$ cat src/core/eef_pkg.sv
// Constants, types and decode helper for the external event input filter.
// Assumes a single 100 MHz clock and an AXI4-Lite register slave in front.
// Overview of operation
// - When the polarity select is one, a high level reached by a rising edge is the event.
// - Filter settings 01, 10 and 11 sample the pin periodically and need edge and steady state.
// - Filter setting 00 is plain edge detection and the source must hold a pulse 30.5 us.
// - Filter setting 01 samples the pin every 3.9 ms, which is 256 Hz.
// - Filter setting 10 samples the pin every 15.6 ms, which is 64 Hz.
// - Filter setting 11 samples the pin every 125 ms, which is 8 Hz.
// - Control bits 7 and 3 always read zero and ignore writes.
package eef_pkg;

  // ****************************************
  // Timing
  // ****************************************
  localparam int CLK_PERIOD_NS = 10;
  localparam int MIN_PULSE_NS = 30500;
  localparam int SAMP_256_NS = 3900000;
  localparam int SAMP_64_NS = 15600000;
  localparam int SAMP_8_NS = 125000000;
  localparam int MIN_PULSE_CYC = (MIN_PULSE_NS + CLK_PERIOD_NS - 1) / CLK_PERIOD_NS;
  localparam int SAMP_256_CYC = SAMP_256_NS / CLK_PERIOD_NS;
  localparam int SAMP_64_CYC = SAMP_64_NS / CLK_PERIOD_NS;
  localparam int SAMP_8_CYC = SAMP_8_NS / CLK_PERIOD_NS;
  localparam int CNT_W = 24;

  // ****************************************
  // Register map
  // ****************************************
  localparam int AXI_AW = 8;
  localparam int AXI_DW = 32;
  localparam int REG_W = 8;
  localparam logic [AXI_AW-1:0] CTRL_OFS = 8'h00;
  localparam logic [AXI_AW-1:0] STAT_OFS = 8'h04;
  localparam logic [AXI_AW-1:0] MASK_OFS = 8'h08;
  localparam logic [AXI_AW-1:0] LEVEL_OFS = 8'h0c;
  localparam logic [REG_W-1:0] CTRL_RST = 8'h00;
  localparam logic [REG_W-1:0] CTRL_WMASK = 8'h77;
  localparam int POL_BIT = 6;
  localparam int FT_MSB = 5;
  localparam int FT_LSB = 4;
  localparam int UNUSED_HI = 7;
  localparam int UNUSED_LO = 3;
  localparam int EVT_BIT = 0;
  localparam logic [1:0] RESP_OKAY = 2'h0;
  localparam logic [1:0] RESP_SLVERR = 2'h2;

  typedef enum logic [1:0] {
    FT_NONE = 2'b00,
    FT_256 = 2'b01,
    FT_64 = 2'b10,
    FT_8 = 2'b11
  } eef_ft_t;

  // One-hot select {level, mask, status, control}; zero for unmapped.
  function automatic logic [3:0] eef_reg_sel(input logic [AXI_AW-1:0] a);
    eef_reg_sel = {a == LEVEL_OFS, a == MASK_OFS, a == STAT_OFS, a == CTRL_OFS};
  endfunction : eef_reg_sel

endpackage : eef_pkg

$ cat src/core/eef_link_if.sv
// Internal carrier between the bus slave, the filter and the register file.
// Assumes all three parties run on the same clock.
`timescale 1ns/1ps
interface eef_link_if import eef_pkg::*; ();
  // Register access group.
  logic wr_en;
  logic [AXI_AW-1:0] wr_addr;
  logic [REG_W-1:0] wr_data;
  logic wr_hit;
  logic [AXI_AW-1:0] rd_addr;
  logic [REG_W-1:0] rd_data;
  logic rd_hit;
  // Sampling group.
  logic tick;
  logic filt_on;
  logic pol;
  logic pin;
  logic samp;
  logic level;
  logic evt;

  modport bus (output wr_en, wr_addr, wr_data, rd_addr, input rd_data, wr_hit, rd_hit);
  modport regs (input wr_en, wr_addr, wr_data, rd_addr, samp, level, evt,
    output rd_data, wr_hit, rd_hit, tick, filt_on, pol, pin);
  modport filt (input tick, filt_on, pol, pin, output samp, level, evt);
endinterface : eef_link_if

$ cat src/core/eef_axil.sv
// AXI4-Lite slave that turns bus transfers into register strobes.
// Assumes one write and one read outstanding at most, as the master keeps.
`timescale 1ns/1ps
module eef_axil import eef_pkg::*; (
  // Clock and reset.
  input wire logic clk,
  input wire logic reset_n,
  // Write address channel.
  input wire logic [AXI_AW-1:0] s_awaddr,
  input wire logic s_awvalid,
  output logic s_awready,
  // Write data channel.
  input wire logic [AXI_DW-1:0] s_wdata,
  input wire logic [AXI_DW/8-1:0] s_wstrb,
  input wire logic s_wvalid,
  output logic s_wready,
  // Write response channel.
  output logic [1:0] s_bresp,
  output logic s_bvalid,
  input wire logic s_bready,
  // Read address channel.
  input wire logic [AXI_AW-1:0] s_araddr,
  input wire logic s_arvalid,
  output logic s_arready,
  // Read data channel.
  output logic [AXI_DW-1:0] s_rdata,
  output logic [1:0] s_rresp,
  output logic s_rvalid,
  input wire logic s_rready,
  // Register side.
  eef_link_if.bus lnk
);
  logic awready_ff, wready_ff, bvalid_ff, arready_ff, rvalid_ff;
  logic [AXI_AW-1:0] awaddr_ff;
  logic [REG_W-1:0] wdata_ff;
  logic wlane_ff;
  logic [1:0] bresp_ff, rresp_ff;
  logic [AXI_DW-1:0] rdata_ff;
  logic do_wr;

  // Both halves held and no response pending: perform the write once.
  assign do_wr = !awready_ff && !wready_ff && !bvalid_ff;
  // Only byte lane 0 carries register bits; other lanes are dropped.
  assign lnk.wr_en = do_wr && wlane_ff;
  assign lnk.wr_addr = awaddr_ff;
  assign lnk.wr_data = wdata_ff;
  assign lnk.rd_addr = s_araddr;

  // Address capture; ready returns after the response is taken.
  always_ff @(posedge clk or negedge reset_n) begin
    if (!reset_n) begin
      awready_ff <= 1'b1;
      awaddr_ff <= '0;
    end else if (awready_ff && s_awvalid) begin
      awready_ff <= 1'b0;
      awaddr_ff <= s_awaddr;
    end else if (bvalid_ff && s_bready) begin
      awready_ff <= 1'b1;
    end
  end

  // Data capture, independent of the address so either may come first.
  always_ff @(posedge clk or negedge reset_n) begin
    if (!reset_n) begin
      wready_ff <= 1'b1;
      wdata_ff <= '0;
      wlane_ff <= 1'b0;
    end else if (wready_ff && s_wvalid) begin
      wready_ff <= 1'b0;
      wdata_ff <= s_wdata[REG_W-1:0];
      wlane_ff <= s_wstrb[0];
    end else if (bvalid_ff && s_bready) begin
      wready_ff <= 1'b1;
    end
  end

  // Write response.
  always_ff @(posedge clk or negedge reset_n) begin
    if (!reset_n) begin
      bvalid_ff <= 1'b0;
      bresp_ff <= RESP_OKAY;
    end else if (do_wr) begin
      bvalid_ff <= 1'b1;
      bresp_ff <= lnk.wr_hit ? RESP_OKAY : RESP_SLVERR;
    end else if (s_bready) begin
      bvalid_ff <= 1'b0;
    end
  end

  // Read: data is captured on the address handshake itself.
  always_ff @(posedge clk or negedge reset_n) begin
    if (!reset_n) begin
      arready_ff <= 1'b1;
      rvalid_ff <= 1'b0;
      rdata_ff <= '0;
      rresp_ff <= RESP_OKAY;
    end else if (arready_ff && s_arvalid) begin
      arready_ff <= 1'b0;
      rvalid_ff <= 1'b1;
      rdata_ff <= AXI_DW'(lnk.rd_data);
      rresp_ff <= lnk.rd_hit ? RESP_OKAY : RESP_SLVERR;
    end else if (rvalid_ff && s_rready) begin
      arready_ff <= 1'b1;
      rvalid_ff <= 1'b0;
    end
  end

  assign s_awready = awready_ff;
  assign s_wready = wready_ff;
  assign s_bvalid = bvalid_ff;
  assign s_bresp = bresp_ff;
  assign s_arready = arready_ff;
  assign s_rvalid = rvalid_ff;
  assign s_rdata = rdata_ff;
  assign s_rresp = rresp_ff;
endmodule : eef_axil

$ cat src/core/eef_filter.sv
// Sampling filter and polarity edge finder for the event input pin.
// Assumes the pin is already synchronous and a one-cycle sample tick.
`timescale 1ns/1ps
module eef_filter import eef_pkg::*; (
  // Clock and reset.
  input wire logic clk,
  input wire logic reset_n,
  // Sampling side.
  eef_link_if.filt lnk
);
  logic samp_ff, level_ff, evt_ff;
  logic take;

  // Agreeing samples only.
  // Unfiltered mode takes every sample; filtered modes need two in a row.
  assign take = lnk.tick && (!lnk.filt_on || samp_ff == lnk.pin);

  // Previous sample, kept for the agreement test.
  always_ff @(posedge clk or negedge reset_n) begin
    if (!reset_n) begin
      samp_ff <= 1'b0;
    end else if (lnk.tick) begin
      samp_ff <= lnk.pin;
    end
  end

  always_ff @(posedge clk or negedge reset_n) begin
    if (!reset_n) begin
      level_ff <= 1'b0;
    end else if (take) begin
      level_ff <= lnk.pin;
    end
  end

  // Polarity edge event.
  // The pulse lines up with the cycle in which the new level shows.
  always_ff @(posedge clk or negedge reset_n) begin
    if (!reset_n) begin
      evt_ff <= 1'b0;
    end else begin
      evt_ff <= take && (lnk.pin != level_ff) && (lnk.pin == lnk.pol);
    end
  end

  assign lnk.samp = samp_ff;
  assign lnk.level = level_ff;
  assign lnk.evt = evt_ff;
endmodule : eef_filter

$ cat src/core/eef_top.sv
// Top of the external event input filter: register file, sample timer,
// interrupt and the two submodules.
// Assumes an AXI4-Lite master and an event pin synchronous to clk.
`timescale 1ns/1ps
module eef_top import eef_pkg::*; #(
  parameter int SAMP_256_P = SAMP_256_CYC,
  parameter int SAMP_64_P = SAMP_64_CYC,
  parameter int SAMP_8_P = SAMP_8_CYC
) (
  // Clock and reset.
  input wire logic clk,
  input wire logic reset_n,
  // Write address channel.
  input wire logic [AXI_AW-1:0] s_awaddr,
  input wire logic s_awvalid,
  output logic s_awready,
  // Write data channel.
  input wire logic [AXI_DW-1:0] s_wdata,
  input wire logic [AXI_DW/8-1:0] s_wstrb,
  input wire logic s_wvalid,
  output logic s_wready,
  // Write response channel.
  output logic [1:0] s_bresp,
  output logic s_bvalid,
  input wire logic s_bready,
  // Read address channel.
  input wire logic [AXI_AW-1:0] s_araddr,
  input wire logic s_arvalid,
  output logic s_arready,
  // Read data channel.
  output logic [AXI_DW-1:0] s_rdata,
  output logic [1:0] s_rresp,
  output logic s_rvalid,
  input wire logic s_rready,
  // Event pin and results.
  input wire logic event_input_pin,
  output logic event_pulse,
  output logic event_level,
  // Interrupt.
  output logic irq
);

  // ****************************************
  // Declarations
  // ****************************************
  eef_link_if lnk ();
  logic [REG_W-1:0] ctrl_ff;
  logic stat_ff, mask_ff, irq_ff;
  logic [CNT_W-1:0] cnt_ff, period;
  logic tick_ff;
  logic [3:0] wsel, rsel;
  logic ctrl_wr, stat_wr, mask_wr;
  logic [CNT_W-1:0] gap_ff;
  eef_ft_t ft;

  // ****************************************
  // Submodules
  // ****************************************
  eef_axil u_axil (
    .clk(clk),
    .reset_n(reset_n),
    .s_awaddr(s_awaddr),
    .s_awvalid(s_awvalid),
    .s_awready(s_awready),
    .s_wdata(s_wdata),
    .s_wstrb(s_wstrb),
    .s_wvalid(s_wvalid),
    .s_wready(s_wready),
    .s_bresp(s_bresp),
    .s_bvalid(s_bvalid),
    .s_bready(s_bready),
    .s_araddr(s_araddr),
    .s_arvalid(s_arvalid),
    .s_arready(s_arready),
    .s_rdata(s_rdata),
    .s_rresp(s_rresp),
    .s_rvalid(s_rvalid),
    .s_rready(s_rready),
    .lnk(lnk.bus)
  );

  eef_filter u_filter (
    .clk(clk),
    .reset_n(reset_n),
    .lnk(lnk.filt)
  );

  // ****************************************
  // Register decode
  // ****************************************
  // Same decode serves both directions so their maps cannot drift apart.
  assign wsel = eef_reg_sel(lnk.wr_addr);
  assign rsel = eef_reg_sel(lnk.rd_addr);
  assign lnk.wr_hit = |wsel;
  assign lnk.rd_hit = |rsel;
  assign ctrl_wr = lnk.wr_en && wsel[0];
  assign stat_wr = lnk.wr_en && wsel[1];
  assign mask_wr = lnk.wr_en && wsel[2];

  // Unused bits dropped.
  // Control store; the write mask keeps bits 7 and 3 at zero.
  always_ff @(posedge clk or negedge reset_n) begin
    if (!reset_n) begin
      ctrl_ff <= CTRL_RST;
    end else if (ctrl_wr) begin
      ctrl_ff <= lnk.wr_data & CTRL_WMASK;
    end
  end

  // Sticky event status; a new event beats a clearing write.
  always_ff @(posedge clk or negedge reset_n) begin
    if (!reset_n) begin
      stat_ff <= 1'b0;
    end else begin
      stat_ff <= lnk.evt || (stat_ff && !(stat_wr && lnk.wr_data[EVT_BIT]));
    end
  end

  // Interrupt mask, same layout as status.
  always_ff @(posedge clk or negedge reset_n) begin
    if (!reset_n) begin
      mask_ff <= 1'b0;
    end else if (mask_wr) begin
      mask_ff <= lnk.wr_data[EVT_BIT];
    end
  end

  // Level interrupt, one cycle behind the status bit.
  always_ff @(posedge clk or negedge reset_n) begin
    if (!reset_n) begin
      irq_ff <= 1'b0;
    end else begin
      irq_ff <= stat_ff && mask_ff;
    end
  end

  // Read mux; unmapped addresses read zero.
  always_comb begin
    lnk.rd_data = '0;
    case (rsel)
      4'h1: lnk.rd_data = ctrl_ff;
      4'h2: lnk.rd_data[EVT_BIT] = stat_ff;
      4'h4: lnk.rd_data[EVT_BIT] = mask_ff;
      4'h8: lnk.rd_data[EVT_BIT] = lnk.level;
      default: lnk.rd_data = '0;
    endcase
  end

  // ****************************************
  // Sample timer
  // ****************************************
  assign ft = eef_ft_t'(ctrl_ff[FT_MSB:FT_LSB]);
  assign lnk.filt_on = ft != FT_NONE;
  assign lnk.pol = ctrl_ff[POL_BIT];
  assign lnk.pin = event_input_pin;
  assign lnk.tick = tick_ff;

  // Period per setting.
  // Plain edge mode still samples at the minimum pulse time, so shorter
  // glitches may be missed; that is the price of a slow time base.
  always_comb begin
    case (ft)
      FT_NONE: period = CNT_W'(MIN_PULSE_CYC);
      FT_256: period = CNT_W'(SAMP_256_P);
      FT_64: period = CNT_W'(SAMP_64_P);
      FT_8: period = CNT_W'(SAMP_8_P);
      default: period = CNT_W'(MIN_PULSE_CYC);
    endcase
  end

  // Divider restart.
  // Any control write restarts the divider so a new period starts cleanly.
  always_ff @(posedge clk or negedge reset_n) begin
    if (!reset_n) begin
      cnt_ff <= '0;
      tick_ff <= 1'b0;
    end else if (ctrl_wr) begin
      cnt_ff <= '0;
      tick_ff <= 1'b0;
    end else begin
      tick_ff <= cnt_ff == period - 1'b1;
      cnt_ff <= (cnt_ff == period - 1'b1) ? '0 : cnt_ff + 1'b1;
    end
  end

  // ****************************************
  // Outputs
  // ****************************************
  assign event_pulse = lnk.evt;
  assign event_level = lnk.level;
  assign irq = irq_ff;

  // ****************************************
  // Checks
  // ****************************************
  // Cycles since the last tick or restart, for the period checks.
  always_ff @(posedge clk or negedge reset_n) begin
    if (!reset_n) begin
      gap_ff <= '0;
    end else if (ctrl_wr) begin
      gap_ff <= '0;
    end else if (tick_ff) begin
      gap_ff <= CNT_W'(1);
    end else begin
      gap_ff <= gap_ff + 1'b1;
    end
  end

  // Event on chosen edge.
  // Past polarity, since a control write may land in the cycle of the event.
  evt_polarity_a: assert property (
    @(posedge clk) disable iff (!reset_n)
    lnk.evt |-> lnk.level == $past(lnk.pol) && $past(lnk.level) != $past(lnk.pol))
    else $error("Event without a matching level change.");

  filt_accept_a: assert property (
    @(posedge clk) disable iff (!reset_n)
    lnk.filt_on && tick_ff && !ctrl_wr && lnk.samp == lnk.pin
      |=> lnk.level == $past(lnk.pin))
    else $error("Stable sampled level was not accepted.");

  edge_period_a: assert property (
    @(posedge clk) disable iff (!reset_n)
    tick_ff && ft == FT_NONE |-> gap_ff == CNT_W'(MIN_PULSE_CYC))
    else $error("Unfiltered sample period is wrong.");

  edge_take_a: assert property (
    @(posedge clk) disable iff (!reset_n)
    tick_ff && ft == FT_NONE && !ctrl_wr |=> lnk.level == $past(lnk.pin))
    else $error("Unfiltered sample not taken.");

  samp_256_a: assert property (
    @(posedge clk) disable iff (!reset_n)
    tick_ff && ft == FT_256 |-> gap_ff == CNT_W'(SAMP_256_P))
    else $error("256 Hz sample period is wrong.");

  samp_64_a: assert property (
    @(posedge clk) disable iff (!reset_n)
    tick_ff && ft == FT_64 |-> gap_ff == CNT_W'(SAMP_64_P))
    else $error("64 Hz sample period is wrong.");

  samp_8_a: assert property (
    @(posedge clk) disable iff (!reset_n)
    tick_ff && ft == FT_8 |-> gap_ff == CNT_W'(SAMP_8_P))
    else $error("8 Hz sample period is wrong.");

  ctrl_unused_a: assert property (
    @(posedge clk) disable iff (!reset_n)
    rsel[0] |-> !lnk.rd_data[UNUSED_HI] && !lnk.rd_data[UNUSED_LO])
    else $error("Unused control bits read as one.");

  filt_agree_a: assert property (
    @(posedge clk) disable iff (!reset_n)
    $past(lnk.filt_on) && $changed(lnk.level)
      |-> $past(tick_ff) && $past(lnk.samp) == lnk.level)
    else $error("Filtered level changed without agreeing samples.");

  // Masked status drives the interrupt one cycle later.
  irq_follow_a: assert property (
    @(posedge clk) disable iff (!reset_n)
    stat_ff && mask_ff |=> irq)
    else $error("Interrupt missing for unmasked status.");

  // Without an unmasked status bit the interrupt drops one cycle later.
  irq_clear_a: assert property (
    @(posedge clk) disable iff (!reset_n)
    !(stat_ff && mask_ff) |=> !irq)
    else $error("Interrupt stayed high without unmasked status.");

  // A new event sets the status bit even against a clearing write.
  stat_set_a: assert property (
    @(posedge clk) disable iff (!reset_n)
    lnk.evt |=> stat_ff)
    else $error("Event did not set the status bit.");

  // Status stays set until a one is written to its bit.
  stat_hold_a: assert property (
    @(posedge clk) disable iff (!reset_n)
    stat_ff && !(stat_wr && lnk.wr_data[EVT_BIT]) |=> stat_ff)
    else $error("Status bit cleared without a clearing write.");

  // Mask takes the written bit.
  mask_load_a: assert property (
    @(posedge clk) disable iff (!reset_n)
    mask_wr |=> mask_ff == $past(lnk.wr_data[EVT_BIT]))
    else $error("Mask write did not land.");

  filt_reject_a: assert property (
    @(posedge clk) disable iff (!reset_n)
    lnk.filt_on && tick_ff && lnk.samp != lnk.pin |=> $stable(lnk.level))
    else $error("Filtered level moved on a disagreeing sample.");

  evt_single_a: assert property (
    @(posedge clk) disable iff (!reset_n)
    lnk.evt |=> !lnk.evt)
    else $error("Event pulse lasted more than one cycle.");

endmodule : eef_top

$ cat config.mk
export PLATFORM = sky130hd
export DESIGN_NAME = eef_top
export DESIGN_NICKNAME = d
export VERILOG_FILES = /design/src/core/eef_pkg.sv /design/src/core/eef_link_if.sv /design/src/core/eef_axil.sv /design/src/core/eef_filter.sv /design/src/core/eef_top.sv
export SDC_FILE = /design/constraint.sdc
export NUM_CORES = 1
export LEC_CHECK = 0
export BUFFER_PORTS_ARGS = -buffer_cell sky130_fd_sc_hd__buf_4
export CORE_MARGIN = 3
export CORE_UTILIZATION = 46
export DETAILED_ROUTE_END_ITERATION = 12
export HOLD_SLACK_MARGIN = 0.1
export PLACE_DENSITY = 0.82
export SLEW_MARGIN = 10
export SYNTH_ARGS = -nofsm -noshare
export SYNTH_HDL_FRONTEND = slang
export SYNTH_SLANG_ARGS = --single-unit
$ cat constraint.sdc
create_clock -name clk -period 2.2 [get_ports clk]
set_clock_uncertainty 0.05 [all_clocks]
set_input_delay 0.33 -clock clk [delete_from_list [all_inputs] [get_ports clk]]
set_output_delay 0.33 -clock clk [all_outputs]
set_load 0.05 [all_outputs]
Word-level counts from Yosys, hierarchy flattened
Cells that the tools add are included.

operators by class
  $add $sub $neg = 2
  equal/unequal tests = 17
  muxes and demuxes = 17
  reductions and logical operators = 34

operators by type and width
  operator                                                               count
  24-bit case mux with 4 select lines                                    1
  24-bit two-way mux                                                     2
  8-bit by 4-bit equality test with 1-bit output, second input constant  4
  24-bit by 1-bit adder with 24-bit output, second input constant        1
  24-bit equality test                                                   1
  24-bit by 1-bit subtractor with 24-bit output, second input constant   1
  1-bit logical AND                                                      17
  8-bit by 3-bit equality test with 1-bit output, second input constant  2
  8-bit zero test                                                        2
  1-bit two-way mux                                                      10
  2-bit nonzero test                                                     5
  4-bit OR reduction                                                     2
  6-bit two-way mux                                                      1
  1-bit zero test                                                        5
  2-bit equality test, second input constant                             2
  4-bit by 1-bit equality test with 1-bit output, second input constant  1
  4-bit by 2-bit equality test with 1-bit output, second input constant  1
  4-bit by 3-bit equality test with 1-bit output, second input constant  1
  4-bit equality test, second input constant                             1
  2-bit two-way mux                                                      2
  1-bit case mux with 4 select lines                                     1
  1-bit equality test                                                    2
  2-bit by 1-bit equality test with 1-bit output, second input constant  1
  2-bit zero test                                                        1
  other kinds (2)                                                        3

storage, ports and cells
  register bits = 70
  output and inout port bits = 44
  word-level logic and storage cells = 90

Longest topological paths before layout
  word-level depth = 9
  gate-level depth with buffers = 8
  mapped depth without buffers = 7

Cells and area by module
From an unflattened synthesis, not the netlist that was laid out.

unflattened totals
  cells, all modules = 328
  area total of the unflattened synthesis = 3611.0 µm²

modules (own cells, without submodules)
  module      instances  cells each  area each (µm²)  sequential area each (µm²)
  eef_top     1          202         1993.2           850.8
  eef_axil    1          111         1461.4           804.5
  eef_filter  1          15          156.4            75.1

Least setup slack after synthesis
Ideal clock, no wire load.

  path kind = reg2reg
  start = register ctrl_ff[5]
  end = register cnt_ff[14]
  library setup time = 0.119 ns
  data arrival time = 2.109 ns
  setup slack = -0.078 ns
  stages on the path, launching flop included = 9
  buffers on the path = 1
  clock period less this slack = 2.278 ns
  path through = dfrtp_1 > inv_1 > ha_1 > nor4bb_1 > and4b_1 > a211oi_1 > o41ai_4 > buf_6 > nor2_1

on the way
  word-level cells in the longest chain between the ends = 6

RTL lines
  item                                               line            text
  start, declared                                    eef_top.sv:47   logic [REG_W-1:0] ctrl_ff;
  start signal, assigned                             eef_top.sv:106  ctrl_ff <= lnk.wr_data & CTRL_WMASK;
  2-bit equality test (tied with other cells)        eef_top.sv:162  case (ft)
  24-bit case mux with 4 select lines (*)            eef_top.sv:162
  24-bit by 1-bit subtractor with 24-bit output (*)  eef_top.sv:182  cnt_ff <= (cnt_ff == period - 1'b1) ? '0 : cnt_ff + 1'b1;
  24-bit equality test (*)                           eef_top.sv:182
  24-bit two-way mux (*)                             eef_top.sv:182
  24-bit two-way mux (*)                             eef_top.sv:177  end else if (ctrl_wr) begin
  end signal, assigned                               eef_top.sv:182
  end, declared                                      eef_top.sv:49   logic [CNT_W-1:0] cnt_ff, period;

Mark *: on every way between the ends. The rest lies on a longest branch, timed or not. The select of a mux whose other input is x is not followed.
A chain may end at the register's enable or synchronous reset.

Worst setup path in the final report
  start = register ctrl_ff[5]
  end = register cnt_ff[5]

The elaborated chain is that of the path after synthesis.

==> results.md <==
- Number of global-route vias before repair: between 2000 and 2500
- Worst slew pin tran: around 0.57 ns
- Gate power share: 0.296
- Status: finished with violations
- CP Data Required Time: 2.39 ns
- Count of cell types in the netlist: 48
- Warnings from Yosys: 0
- Drt drc: 0
- Initial drt markers: ~130
- Register area share after synthesis: 0.484
- DIE HEIGHT: 91.6 um
- Root Buffer: clkbuf_8
- Row count: 30
- Die X: between 90 and 100 um
- Fin nets: around 450
- CTS Buffer Depth: 2
- Seq cells post-synth: 65
- Worst setup EP type: flop
- Critical path type: reg -> reg
- HP Class: in -> reg
- CTS buffer count: 9
- Psw: between 0.001 and 0.0015 W
- Fillers: ~550
- Htree depth: 3
- Most common cell after layout, fill and taps aside: dfrtp_1
- Max_slew headroom: 0.623
- CP Max Fanout: 7
- CTS tree: built
- Most frequent cells in the layout: dfrtp_1 (61), buf_4 (58), nor2_1 (32)
- Final WL: 7.10 mm
- Largest net degree at the start of global routing: 45
- Global route hottest layer: met2
- Pre-antenna DRT Iters: 4
- Seq pwr share: 0.436
- Hold Vio Cnt, Final: 0
- Share of layout cells above drive strength 1: 0.320
- Main synth FF type: dfrtp_1
- Failing checks: setup timing
- Post-synth EDFFs: 0
- Ant. Diodes: 0
- Finish-stage setup viols: 22
- RD Place Congestion: about 0.86
- Final worst-path cycle share: 1.04
- Via count: ~2500
- Area growth syn-to-layout: 25.0%
- Slew Viols, Final: 0
- Met2 Use GR: 0.278
- Starting density of the core: 0.485
- Worst vdd ir: between 700 and 800 uV
- Antenna-violating nets left: 0
- CTS sink cnt: 65
- Net Sw Frac: 0.358
- M3 GR Usage: 0.0563
- WL/cell: 14.7 um
- Initial antenna violation count: 0
- Final min period: about 2.3 ns
- Grt total ovfl: 0
- Clock share of power: 0.268
- Core Area: between 6000 and 7000 um2
- Area post-placement: about 3800 um2
- Arrival @ worst endpoint: ~2.5 ns
- Clock Latency Late Sink: roughly 0.36 ns
- Pleak: about 1.9 nW
- Worst setup margin: -0.0791 ns
- HPWL Detailed: around 4.9 mm
- Vias per inst: around 5.2
- I/O Buffers: 46
- Async set-reset flop share out of synthesis: 1.00
- Finished Cell Area: approximately 4200 um2
- IO Pins: between 100 and 150
- Setup TNS: -1.32 ns
- First-pass GRT wire length: about 12 mm
- Internal power: around 0.0026 W
- Die ar.: 8390 um2
- CP startpoint kind: flop
- F_max: between 0.4 and 0.5 GHz
- RSZ-0062 raised after global routing: yes
- Syn avg cell area: 10.8 um2
- Synth Instances: between 300 and 400
- Met1 usage: 0.220
- Cell area after synthesis: around 3400 um2
- Power Dens Cells: about 950 nW/um2
- Max-cap viol count: 0
- Total GRT Usage: 0.175
- Clock transition at the registers of the reported paths: around 0.080 ns
[per-layer routing]
metal  share of wire  vias up  routed length (um)
li1                -     1175                   -
met1            0.42     1223                3000
met2            0.50       85                3520
met3           0.063       12                 445
met4           0.018        0                 127
met5               0        -                   0
[final cells by class]
class / count / area (um2) / area share
flip-flops and latches: 65 / 1630 / 0.387
multi-input cells: 228 / 1620 / 0.384
repair buffers: 69 / 599 / 0.142
clock buffers: 10 / 138 / 0.0327
well taps: 96 / 120 / 0.0285
clock inverters: 6 / 72.6 / 0.0172
inverters: 9 / 36.3 / 0.00861
[sequential cells by signal, summed over array words and instances, names as in the netlist]
name,flops
u_axil.s_bvalid,1
cnt_ff,24
u_filter.lnk.samp,1
u_axil.s_rdata,6
lnk.tick,1
u_axil.wlane_ff,1
u_axil.s_wready,1
u_axil.lnk.wr_addr,8
u_axil.s_rresp,1
u_filter.lnk.evt,1
u_axil.s_awready,1
u_axil.s_bresp,1
mask_ff,1
stat_ff,1
u_axil.s_rvalid,1
ctrl_ff,6
u_axil.lnk.wr_data,6
u_filter.lnk.level,1
irq,1
u_axil.s_arready,1
[final timing paths]
| kind | endpoint | depth (start not counted) | slack [ns] | from |
|---|---|---|---|---|
| setup / recovery | cnt_ff[5] | 7 | -0.08 | ctrl_ff[5] |
| hold / removal | u_axil.s_rvalid | 2 | 0.13 | s_rready |
| setup reg to reg | cnt_ff[5] | 7 | -0.08 | ctrl_ff[5] |
| hold reg to reg | stat_ff | 1 | 0.44 | u_filter.lnk.evt |
| max in group asynchronous | u_axil.s_arready | 3 | 1.06 | reset_n |
| min in group asynchronous | cnt_ff[7] | 2 | 0.45 | reset_n |
[power by group through the flow]
stage / combinational [W] / sequential (W) / clock (W)
global route: 0.00130 / 0.00180 / 0.00115
CTS: 0.00114 / 0.00174 / 0.00110
global placement: 0.00107 / 0.00174 / 0
floorplan: 0.000716 / 0.00184 / 0
detailed placement: 0.00112 / 0.00176 / 0
finish: 0.00119 / 0.00175 / 0.00108
[cells by family after synthesis]
family | synth area share
and+or+nand+nor | 0.167
DFF | 0.484
buffers and inverters | 0.0861
AOI/OAI and AO/OA | 0.0683
muxes | 0.0984
xor gates and xnor gates | 0.0624
adders and majority gates | 0.0334
other | 0.00111
[stage by stage]
| step | utilization | power (W) | instances | worst slack [ns] | hold WS [ns] |
|---|---|---|---|---|---|
| CTS | 0.586 | 0.00398 | 476 | -0.00612 | 0.124 |
| floorplan | - | 0.00255 | 338 | 0.0111 | -0.0156 |
| finish | 0.607 | 0.00402 | 483 | -0.0791 | 0.130 |
| global route | 0.607 | 0.00425 | 483 | -0.155 | 0.133 |
| detailed placement | 0.547 | 0.00288 | 456 | -0.0944 | 0.318 |
| global placement | 0.547 | 0.00282 | 456 | 0.0371 | 0.314 |
[repair_timing]
action,in CTS,in global routing
hold buffers,4,0
endpoints found under the setup margin,22,23
buffers inserted,0,4
gates resized for setup,7,11
pin swaps,0,5
hold endpoints to repair,44,0
gates cloned,0,3
[critical path, stage by stage, from the launching register on]
cell	delay, ns
dfrtp_2	0.49
or4b_1	0.54
mux2i_1	0.17
nand4_1	0.19
o41ai_4	0.34
buf_6	0.19
clkbuf_16	0.15
nor2_1	0.04
[Yosys cell counts, drive strengths merged (3+ instances only)]
cell | n | area, um2
a21oi | 6 | 30.0
a22o | 5 | 43.8
and2 | 4 | 25.0
and3 | 3 | 18.8
buf | 31 | 238
clkbuf | 5 | 18.8
dfrtp | 62 | 1550
dfstp | 3 | 78.8
ha | 9 | 113
inv | 9 | 33.8
mux2 | 23 | 259
mux2i | 5 | 50.1
nand2 | 17 | 63.8
nand2b | 4 | 25.0
nand3 | 8 | 40.0
nand4 | 9 | 56.3
nor2 | 33 | 124
nor3 | 5 | 25.0
nor4 | 8 | 50.1
o22ai | 5 | 31.3
xnor2 | 12 | 105
xor2 | 12 | 105
(Power assumes the default switching activity.)
